===== src/include/ccs_pkg.sv =====
// system clock source select: shared offsets, field layout, reset values and state codes
// assumes a 32-bit classic wishbone slave with word-aligned registers
package ccs_pkg;

   // register byte offsets
   localparam logic [7:0] OFF_SYS_CTRL  = 8'h00;
   localparam logic [7:0] OFF_LOOP_CTRL = 8'h04;
   localparam logic [7:0] OFF_STATUS    = 8'h08;

   // system_control_reg0 layout
   localparam int SEL_LSB = 0;

   // loop_control_reg0 layout
   localparam int DIV1_LSB   = 0;
   localparam int DIV1_W     = 10;
   localparam int IN_DIV_FIELD_LSB   = 10;
   localparam int IN_DIV_FIELD_W     = 4;
   localparam int MULT_FIELD_LSB   = 14;
   localparam int MULT_FIELD_W     = 7;
   localparam int K2_LSB     = 21;
   localparam int K2_W       = 7;
   localparam int REFINT_BIT = 30;
   localparam int BYPASS_BIT = 31;

   // status register layout
   localparam int ACT_LSB  = 0;
   localparam int SW_LSB   = 2;
   localparam int LOCK_BIT = 4;

   // clock_source_select codes; 01 is unused and runs from the wakeup clock
   localparam logic [1:0] SEL_WAKE = 2'h0;
   localparam logic [1:0] SEL_LOOP = 2'h2;
   localparam logic [1:0] SEL_EXT  = 2'h3;

   // reset values
   localparam logic [1:0]        SEL_RST    = 2'h0;
   localparam logic              BYPASS_RST = 1'h1;
   localparam logic              REFINT_RST = 1'h1;
   localparam logic [DIV1_W-1:0] DIV1_RST   = 10'h000;
   localparam logic [IN_DIV_FIELD_W-1:0] IN_DIV_FIELD_RST   = 4'h0;
   localparam logic [MULT_FIELD_W-1:0] MULT_FIELD_RST   = 7'h00;
   localparam logic [K2_W-1:0]   K2_RST     = 7'h00;

   // digital vco model: phase accumulator width and start increment
   localparam int          NCO_W       = 16;
   localparam logic [15:0] NCO_INC_RST = 16'h0800;
   localparam logic [15:0] NCO_INC_MAX = 16'h7fff;

   // on-chip source: half period in clk_sys cycles
   localparam logic [15:0] INT_HALF_CYC = 16'h0004;

   // active source, gray along wake -> prescaler -> loop -> direct
   typedef enum logic [1:0] {
      SRC_WAKE = 2'h0,
      SRC_PRE  = 2'h1,
      SRC_PLL  = 2'h3,
      SRC_EXT  = 2'h2
   } ccs_src_e;

   // source switch sequence
   typedef enum logic [1:0] {
      SW_RUN   = 2'h0,
      SW_DRAIN = 2'h1,
      SW_WAIT  = 2'h3
   } ccs_sw_e;

endpackage


===== src/logic/ccs_pin_sync.sv =====
// three-stage synchroniser for slow clock pins
// assumes pin levels are far slower than clk_sys; a level counts once stages two and three agree
`timescale 1ns/1ps
module ccs_pin_sync #(
   parameter int W = 3
) (
   input  wire logic         clk_sys,
   input  wire logic         rst,
   input  wire logic [W-1:0] pinIn,
   output logic      [W-1:0] level
);

   typedef struct packed {
      logic [W-1:0] s1;
      logic [W-1:0] s2;
      logic [W-1:0] s3;
      logic [W-1:0] lvl;
   } ccs_sync_s;

   ccs_sync_s st_reg;
   ccs_sync_s st_next;

   // stage one feeds stage two only; a bit follows once s2 and s3 agree
   always_comb begin
      st_next     = st_reg;
      st_next.s1  = pinIn;
      st_next.s2  = st_reg.s1;
      st_next.s3  = st_reg.s2;
      st_next.lvl = (st_reg.s2 & ~(st_reg.s2 ^ st_reg.s3)) | (st_reg.lvl & (st_reg.s2 ^ st_reg.s3));
   end

   always_ff @(posedge clk_sys) begin
      if (rst) begin
         st_reg <= '0;
      end else begin
         st_reg <= st_next;
      end
   end

   assign level = st_reg.lvl;

endmodule


===== src/logic/ccs_clock_select.sv =====
// system clock source select: wishbone registers, prescaler, digital loop model, glitch-free mux
// assumes source clocks on pins are well below half of clk_sys; all are resampled on clk_sys
`timescale 1ns/1ps
module ccs_clock_select (
   input  wire logic        clk_sys,
   input  wire logic        rst,
   input  wire logic        wb_cyc_i,
   input  wire logic        wb_stb_i,
   input  wire logic        wb_we_i,
   input  wire logic [7:0]  wb_adr_i,
   input  wire logic [3:0]  wb_sel_i,
   input  wire logic [31:0] wb_dat_i,
   output logic      [31:0] wb_dat_o,
   output logic             wb_ack_o,
   input  wire logic        extClkPin,
   input  wire logic        oscPin,
   input  wire logic        wakeClkPin,
   output logic             sysClkOut
);

   typedef struct packed {
      logic [1:0]               sel;
      logic                     bypass;
      logic                     refInt;
      logic [ccs_pkg::DIV1_W-1:0] div1;
      logic [ccs_pkg::IN_DIV_FIELD_W-1:0] in_div_field;
      logic [ccs_pkg::MULT_FIELD_W-1:0] mult_field;
      logic [ccs_pkg::K2_W-1:0]   out_div2_field;
      logic                     ack;
      logic [31:0]              rdat;
      logic [15:0]              intCnt;
      logic                     intClk;
      logic                     refPrev;
      logic [ccs_pkg::DIV1_W-1:0] preCnt;
      logic                     preClk;
      logic [ccs_pkg::NCO_W-1:0]  acc;
      logic [ccs_pkg::NCO_W-1:0]  inc;
      logic                     vcoPrev;
      logic [ccs_pkg::IN_DIV_FIELD_W-1:0] winCnt;
      logic [7:0]               vcoCnt;
      logic                     locked;
      logic [ccs_pkg::K2_W-1:0]   k2Cnt;
      logic                     k2Clk;
      ccs_pkg::ccs_src_e        active;
      ccs_pkg::ccs_sw_e         sw;
      ccs_pkg::ccs_src_e        pend;
      logic                     pendPrev;
      logic                     sysClk;
   } ccs_state_s;

   ccs_state_s st_reg;
   ccs_state_s st_next;
   logic [2:0] pinLvl;
   logic       extLvl;
   logic       oscLvl;
   logic       wakeLvl;

   // pins come from foreign clocks, so they pass the three-stage synchroniser
   ccs_pin_sync #(
      .W (3)
   ) u_sync (
      .clk_sys (clk_sys),
      .rst     (rst),
      .pinIn   ({wakeClkPin, oscPin, extClkPin}),
      .level   (pinLvl)
   );

   assign extLvl  = pinLvl[0];
   assign oscLvl  = pinLvl[1];
   assign wakeLvl = pinLvl[2];

   // loop_control_reg0 as software sees it
   function automatic logic [31:0] loopImage(input ccs_state_s s);
      logic [31:0] v;
      v = '0;
      v[ccs_pkg::DIV1_LSB +: ccs_pkg::DIV1_W] = s.div1;
      v[ccs_pkg::IN_DIV_FIELD_LSB +: ccs_pkg::IN_DIV_FIELD_W] = s.in_div_field;
      v[ccs_pkg::MULT_FIELD_LSB +: ccs_pkg::MULT_FIELD_W] = s.mult_field;
      v[ccs_pkg::K2_LSB +: ccs_pkg::K2_W]     = s.out_div2_field;
      v[ccs_pkg::REFINT_BIT]                 = s.refInt;
      v[ccs_pkg::BYPASS_BIT]                 = s.bypass;
      return v;
   endfunction

   // byte-lane merge of a write into an old register image
   function automatic logic [31:0] mergeBytes(input logic [31:0] old, input logic [31:0] dat,
                                              input logic [3:0] be);
      logic [31:0] v;
      v = old;
      for (int b = 0; b < 4; b++) begin
         if (be[b]) begin
            v[8*b +: 8] = dat[8*b +: 8];
         end
      end
      return v;
   endfunction

   logic                     busHit;
   logic [7:0]               adrWord;
   logic [31:0]              loopNew;
   logic                     refLvl;
   logic                     refRise;
   logic                     vcoLvl;
   logic                     vcoRise;
   logic [ccs_pkg::DIV1_W:0] k1;
   logic [ccs_pkg::K2_W:0]   k2;
   logic [7:0]               nTarget;
   logic                     pllEn;
   ccs_pkg::ccs_src_e        tgt;
   logic [3:0]               srcLvl;

   always_comb begin
      st_next = st_reg;
      busHit  = wb_cyc_i && wb_stb_i && !st_reg.ack;
      adrWord = {wb_adr_i[7:2], 2'h0};
      loopNew = mergeBytes(loopImage(st_reg), wb_dat_i, wb_sel_i);

      // classic wishbone: one ack per request, dropped the cycle after; unmapped reads give zero
      st_next.ack  = busHit;
      st_next.rdat = '0;
      if (busHit && !wb_we_i) begin
         unique case (adrWord)
            ccs_pkg::OFF_SYS_CTRL: st_next.rdat = {30'h0, st_reg.sel};
            ccs_pkg::OFF_LOOP_CTRL: st_next.rdat = loopImage(st_reg);
            ccs_pkg::OFF_STATUS: st_next.rdat = {27'h0, st_reg.locked, st_reg.sw, st_reg.active};
            default: st_next.rdat = '0;
         endcase
      end
      // fields change together per write; software orders writes sensibly
      if (busHit && wb_we_i) begin
         if (adrWord == ccs_pkg::OFF_SYS_CTRL && wb_sel_i[0]) begin
            st_next.sel = wb_dat_i[ccs_pkg::SEL_LSB +: 2];
         end
         if (adrWord == ccs_pkg::OFF_LOOP_CTRL) begin
            st_next.div1   = loopNew[ccs_pkg::DIV1_LSB +: ccs_pkg::DIV1_W];
            st_next.in_div_field   = loopNew[ccs_pkg::IN_DIV_FIELD_LSB +: ccs_pkg::IN_DIV_FIELD_W];
            st_next.mult_field   = loopNew[ccs_pkg::MULT_FIELD_LSB +: ccs_pkg::MULT_FIELD_W];
            st_next.out_div2_field  = loopNew[ccs_pkg::K2_LSB +: ccs_pkg::K2_W];
            st_next.refInt = loopNew[ccs_pkg::REFINT_BIT];
            st_next.bypass = loopNew[ccs_pkg::BYPASS_BIT];
         end
      end

      // on-chip clock source, a free square wave
      if (st_reg.intCnt >= ccs_pkg::INT_HALF_CYC - 16'h0001) begin
         st_next.intCnt = '0;
         st_next.intClk = !st_reg.intClk;
      end else begin
         st_next.intCnt = st_reg.intCnt + 16'h0001;
      end

      // reference is either the oscillator pin or the on-chip source
      refLvl          = st_reg.refInt ? st_reg.intClk : oscLvl;
      refRise         = refLvl && !st_reg.refPrev;
      st_next.refPrev = refLvl;

      // prescaler: k1 = field + 1, up to 1024; divide by one passes the reference level itself
      k1 = {1'b0, st_reg.div1} + 11'h001;
      if (refRise) begin
         st_next.preCnt = (st_reg.preCnt >= st_reg.div1) ? '0 : st_reg.preCnt + 10'h001;
      end else if (st_reg.preCnt > st_reg.div1) begin
         st_next.preCnt = '0;
      end
      st_next.preClk = (st_reg.div1 == '0) ? refLvl : (st_next.preCnt < k1[ccs_pkg::DIV1_W:1]);

      // digital vco: phase accumulator whose increment is trimmed one step per window
      // the loop keeps running while it still drives the output, else a switch away freezes mid-pulse
      pllEn   = ((st_reg.sel == ccs_pkg::SEL_LOOP) && !st_reg.bypass) || (st_reg.active == ccs_pkg::SRC_PLL);
      vcoLvl  = st_reg.acc[ccs_pkg::NCO_W-1];
      vcoRise = vcoLvl && !st_reg.vcoPrev;
      nTarget = {1'b0, st_reg.mult_field} + 8'h01;
      st_next.vcoPrev = vcoLvl;
      if (!pllEn) begin
         st_next.acc    = '0;
         st_next.winCnt = '0;
         st_next.vcoCnt = '0;
         st_next.locked = 1'b0;
      end else begin
         st_next.acc = st_reg.acc + st_reg.inc;
         if (vcoRise && st_reg.vcoCnt != 8'hff) begin
            st_next.vcoCnt = st_reg.vcoCnt + 8'h01;
         end
         // a window spans p reference periods and should hold n vco periods
         if (refRise) begin
            if (st_reg.winCnt >= st_reg.in_div_field) begin
               st_next.winCnt = '0;
               st_next.vcoCnt = {7'h0, vcoRise};
               st_next.locked = (st_reg.vcoCnt == nTarget);
               // one lsb per window keeps the frequency ramp smooth
               if (st_reg.vcoCnt < nTarget && st_reg.inc != ccs_pkg::NCO_INC_MAX) begin
                  st_next.inc = st_reg.inc + 16'h0001;
               end else if (st_reg.vcoCnt > nTarget && st_reg.inc != 16'h0001) begin
                  st_next.inc = st_reg.inc - 16'h0001;
               end
            end else begin
               st_next.winCnt = st_reg.winCnt + 4'h1;
            end
         end
      end

      // output divisor k2 on the vco
      k2 = {1'b0, st_reg.out_div2_field} + 8'h01;
      if (vcoRise) begin
         st_next.k2Cnt = (st_reg.k2Cnt >= st_reg.out_div2_field) ? '0 : st_reg.k2Cnt + 7'h01;
      end else if (st_reg.k2Cnt > st_reg.out_div2_field) begin
         st_next.k2Cnt = '0;
      end
      st_next.k2Clk = (st_reg.out_div2_field == '0) ? vcoLvl : (st_next.k2Cnt < k2[ccs_pkg::K2_W:1]);

      // wanted source from the select field
      unique case (st_reg.sel)
         ccs_pkg::SEL_EXT: tgt = ccs_pkg::SRC_EXT;
         ccs_pkg::SEL_LOOP: tgt = st_reg.bypass ? ccs_pkg::SRC_PRE : ccs_pkg::SRC_PLL;
         default: tgt = ccs_pkg::SRC_WAKE;
      endcase
      srcLvl = '0;
      srcLvl[ccs_pkg::SRC_WAKE] = wakeLvl;
      srcLvl[ccs_pkg::SRC_PRE]  = st_reg.preClk;
      srcLvl[ccs_pkg::SRC_PLL]  = st_reg.k2Clk;
      srcLvl[ccs_pkg::SRC_EXT]  = extLvl;

      // glitch-free switch: finish the old high phase, hold low, join the new source on its falling edge
      // joining on a mere low level could cut the new low phase short; a source that never falls stalls the switch
      st_next.pendPrev = srcLvl[st_reg.pend];
      unique case (st_reg.sw)
         ccs_pkg::SW_RUN: begin
            st_next.sysClk = srcLvl[st_reg.active];
            if (tgt != st_reg.active) begin
               st_next.sw   = ccs_pkg::SW_DRAIN;
               st_next.pend = tgt;
            end
         end
         ccs_pkg::SW_DRAIN: begin
            st_next.sysClk = srcLvl[st_reg.active] && st_reg.sysClk;
            if (!st_next.sysClk) begin
               st_next.sw = ccs_pkg::SW_WAIT;
            end
         end
         ccs_pkg::SW_WAIT: begin
            st_next.sysClk = 1'b0;
            if (st_reg.pendPrev && !srcLvl[st_reg.pend]) begin
               st_next.active = st_reg.pend;
               st_next.sw     = ccs_pkg::SW_RUN;
            end
         end
         default: begin
            st_next.sysClk = 1'b0;
            st_next.sw     = ccs_pkg::SW_RUN;
         end
      endcase
   end

   always_ff @(posedge clk_sys) begin
      if (rst) begin
         st_reg        <= '0;
         st_reg.sel    <= ccs_pkg::SEL_RST;
         st_reg.bypass <= ccs_pkg::BYPASS_RST;
         st_reg.refInt <= ccs_pkg::REFINT_RST;
         st_reg.div1   <= ccs_pkg::DIV1_RST;
         st_reg.in_div_field   <= ccs_pkg::IN_DIV_FIELD_RST;
         st_reg.mult_field   <= ccs_pkg::MULT_FIELD_RST;
         st_reg.out_div2_field  <= ccs_pkg::K2_RST;
         st_reg.inc    <= ccs_pkg::NCO_INC_RST;
         st_reg.active <= ccs_pkg::SRC_WAKE;
         st_reg.sw     <= ccs_pkg::SW_RUN;
      end else begin
         st_reg <= st_next;
      end
   end

   assign wb_dat_o  = st_reg.rdat;
   assign wb_ack_o  = st_reg.ack;
   assign sysClkOut = st_reg.sysClk;
endmodule


===== config.mk =====
export PLATFORM = sky130hd
export DESIGN_NAME = ccs_clock_select
export DESIGN_NICKNAME = d
export VERILOG_FILES = /design/src/include/ccs_pkg.sv /design/src/logic/ccs_pin_sync.sv /design/src/logic/ccs_clock_select.sv
export SDC_FILE = /design/constraint.sdc
export NUM_CORES = 1
export LEC_CHECK = 0
export BUFFER_PORTS_ARGS = -buffer_cell sky130_fd_sc_hd__buf_2
export CORE_ASPECT_RATIO = 0.9
export CORE_UTILIZATION = 55
export DETAILED_ROUTE_END_ITERATION = 7
export GPL_ROUTABILITY_DRIVEN = 0
export PLACE_DENSITY = 0.75
export SYNTH_ARGS = -nofsm -noshare
export SYNTH_HDL_FRONTEND = slang
export SYNTH_SLANG_ARGS = --single-unit

===== constraint.sdc =====
create_clock -name clk_sys -period 4.2 [get_ports clk_sys]
set_clock_uncertainty 0.1 [all_clocks]
set_input_delay 1.05 -clock clk_sys [delete_from_list [all_inputs] [get_ports clk_sys]]
set_output_delay 1.05 -clock clk_sys [all_outputs]
set_load 0.1 [all_outputs]

==> flow_metrics.py <==
metrics = {
    "clocking": {
        "cts_tree": "yes",
        "cts_buffers": 17,
        "clkSinkCount": 166,
        "postCtsSetupRepairBufs": 0,
        "cts.repair.resized": 0,
        "cts_hold_buf": 0,
        "cts_root_buf": "sky130_fd_sc_hd__clkbuf_16",
        "ctsLongestPathBuffers": 2,
        "clkSlewWorstSetupHoldPaths_ps": 60,
        "clkLatencyLatePin_ps": 430,
        "ctsHtreeMaxLevel": 4,
    },
    "placed_design": {
        "detailedPlacementHpwl_um": 14100,
        "io_port_bufs": 79,
    },
    "routing": {
        "initialDrtViolationCount": 445,
        "drt-vias-per-instance": 5.68,
        "routed_wl_um": 19300,
        "ant_nets": 0,
        "remaining_drc_errors": 0,
        "detail_route.wl_per_cell_um": 14.8,
        "total_via_count_in_the_routed_design": 7421,
        "drt_first_pass_iters": 5,
    },
    "pwr": {
        "p_sw_uw": 702,
        "worst_ir_drop_vdd_v": 0.000295,
        "sw_share": 0.223,
        "pwr_density_cell_mw_per_mm2": 319,
        "power.static_leakage_uw": 0.00409,
        "p_int_uw": 2440,
        "power.share.sequential": 0.507,
        "share_clk_of_total_power": 0.464,
        "power.share.combinational": 0.029,
        "total_power_uw": 3150,
    },
    "floorplanning": {
        "fp.dieW_um": 136,
        "io_pins": 86,
        "rows": 43,
        "die_area_mm2": 0.0167,
        "design.core.area_mm2": 0.0156,
        "initial_utilization": 0.571,
        "die_h_um": 123,
    },
    "sta": {
        "finalWorstPathRequiredPeriod_ps": 3500,
        "report.final.hold_viol_count": 0,
        "rsz0062_at_grt": "false",
        "final.period_utilization": 0.834,
        "max_freq_mhz": 286,
        "timing.max_slew.rel_slack": 0.452,
        "final.setup.tns_ps": 0,
        "timing_max_transition_violations_final": 0,
        "tightest_slew_ps": 822,
        "timing.final.setup_violations": 0,
    },
    "finish": {
        "antenna-diode-count": 0,
        "multi_input_area_mm2": 0.00510,
        "regArea_mm2": 0.00332,
        "postLayoutCoreUtil": 0.632,
        "num-fill-cells": 1339,
        "post_route_cells_drive_above_1_share": 0.128,
        "area_growth_pct": 10.5,
        "layout.nets": 1218,
        "largest_register_ffs": 119,
    },
    "setup_path": {
        "worstSetupEndpointType": "register",
        "cpPeakStageDelay_ps": 440,
        "worst_ep_required_time_ps": 4420,
        "critPathKind": "register to register",
        "cp_slowest_cell": "sky130_fd_sc_hd__dfxtp_1",
        "critical_path.n_buffers_inverters": 2,
        "endpoint_arrival_time_on_the_critical_path_ps": 3720,
        "crit_path_max_fanout": 8,
        "sequence_of_cells_on_the_critical_path": "inv_1 > ha_1 > and4_1 > nand2_1 > o22ai_1 > o31ai_1 > buf_4 > o21ai_1 > nor2_1 > ha_1 > a21oi_1 > nor2b_1 > o21ai_0 > a211o_1 > o211ai_1 > a2bb2oi_1",
        "critPathMostFrequentCell": "sky130_fd_sc_hd__ha_1",
        "timing.critical_path.max_delay_family": "compound AO/OA/AOI/OAI gates",
        "crit_start_category": "register",
    },
    "grt": {
        "grt.total_usage": 0.239,
        "grt_max_degree": 51,
        "antenna_found_initial": 0,
        "grt_overflow": 0,
        "grt_pass1_vias": 6627,
        "grt_pass1_wl_um": 31500,
    },
    "synth": {
        "synth-edff-count": 0,
        "post_synth_main_area_contributors": "sky130_fd_sc_hd__dfxtp_1 37%, sky130_fd_sc_hd__ha_1 10%, sky130_fd_sc_hd__nor2_1 4.1%",
        "synth_most_common_cell": "sky130_fd_sc_hd__dfxtp_1",
        "synthDistinctLibCells": 66,
        "synth_largest_area_cell": "sky130_fd_sc_hd__dfxtp_1",
        "seq_total_area_yosys": 0.373,
        "synthArstFlopShare": 0,
        "synthesis.yosys.warnings": 0,
        "ys_top_cells_by_count": "166 x sky130_fd_sc_hd__dfxtp_1, 98 x sky130_fd_sc_hd__nor2_1, 78 x sky130_fd_sc_hd__nand2_1, 72 x sky130_fd_sc_hd__ha_1, 63 x sky130_fd_sc_hd__a21oi_1",
        "postSynthCellCount": 1039,
        "postSynth.topFlopCell": "sky130_fd_sc_hd__dfxtp_1",
        "syn-cell-area_mm2": 0.00892,
        "post-synth-top-area-fraction": 0.373,
        "mean_cell_area_of_the_mapped_netlist_um2": 8.58,
        "postSynthRegisterBits": 166,
    },
    "worst_hold_path": {
        "hp-class": "register to register",
    },
    "run_status": {
        "run_status": "finished, final reports clean",
    },
    "job": {
        "drv_cap": 0,
    },
}
## metal layers
| metal | share of wire | track usage | wire length [µm] |
|---|---|---|---|
| met4 | 0.014 | 0.0792 | 261 |
| met2 | 0.44 | 0.371 | 8410 |
| met1 | 0.50 | 0.333 | 9640 |
| met5 | 0 | 0 | 0 |
| met3 | 0.052 | 0.0463 | 1000 |
## final timing paths
check	from	to	slack, ps	cells after the start
setup / recovery	st_reg[148]	srcLvl[1]	700	16
hold / removal	st_reg[75]	st_reg[75]	340	1
setup reg to reg	st_reg[148]	srcLvl[1]	700	16
hold reg to reg	st_reg[75]	st_reg[75]	340	1
## area by class of cell
| type | count | area share |
|---|---|---|
| Tap cell | 202 | 0.0257 |
| Clock buffer | 19 | 0.0450 |
| Multi-Input combinational cell | 774 | 0.517 |
| Inverter | 47 | 0.0179 |
| Sequential cell | 166 | 0.337 |
| Clock inverter | 12 | 0.0107 |
| Timing Repair Buffer | 87 | 0.0462 |
## kinds of logic (layout without fill, tap and decap cells)
family / after synthesis / count (layout) / synth area share
mux: 37 / 37 / 0.0463
other cells: 1 / 16 / 0.000421
buf+inv: 114 / 165 / 0.0622
compound gates: 179 / 179 / 0.132
fa+ha+maj: 73 / 73 / 0.103
xor+xnor: 42 / 42 / 0.0413
flops: 166 / 166 / 0.373
simple gates: 427 / 427 / 0.241
## cells in the final DEF, fill, tap and decap left out, types with 8 or more instances in the layout
master,count
sky130_fd_sc_hd__a211oi_1,11
sky130_fd_sc_hd__a21o_1,9
sky130_fd_sc_hd__a21oi_1,63
sky130_fd_sc_hd__a22oi_2,8
sky130_fd_sc_hd__and2_1,16
sky130_fd_sc_hd__and3_1,16
sky130_fd_sc_hd__buf_2,79
sky130_fd_sc_hd__buf_4,8
sky130_fd_sc_hd__clkbuf_16,17
sky130_fd_sc_hd__conb_1,16
sky130_fd_sc_hd__dfxtp_1,166
sky130_fd_sc_hd__ha_1,72
sky130_fd_sc_hd__inv_1,47
sky130_fd_sc_hd__mux2_1,8
sky130_fd_sc_hd__mux2i_1,21
sky130_fd_sc_hd__nand2_1,78
sky130_fd_sc_hd__nand2b_1,12
sky130_fd_sc_hd__nand3_1,58
sky130_fd_sc_hd__nand4_1,20
sky130_fd_sc_hd__nor2_1,97
sky130_fd_sc_hd__nor2b_1,36
sky130_fd_sc_hd__nor3_1,44
sky130_fd_sc_hd__nor4_1,13
sky130_fd_sc_hd__o21ai_0,29
sky130_fd_sc_hd__or3_1,9
sky130_fd_sc_hd__xnor2_1,27
sky130_fd_sc_hd__xor2_1,15
## power groups by stage
stage	Clock [µW]	Sequential, µW	Combinational [µW]
after CTS	1480	1600	92.7
after detailed placement	0	1630	92.0
final	1460	1600	92.6
after global placement	0	1630	90.7
after global routing	1560	1600	103
after floorplan	0	1630	54.8
## stage by stage
stage / area, µm² / worst slack [ps] / cells / hold slack [ps]
after global routing: 9850 / 442 / 1307 / 346
final: 9850 / 698 / 1307 / 336
after detailed placement: 9310 / 747 / 1276 / 326
after CTS: 9850 / 720 / 1307 / 341
after floorplan: 8970 / 1070 / 1054 / 308
after global placement: 9310 / 821 / 1276 / 318
Power figures use the tool's default switching activity.
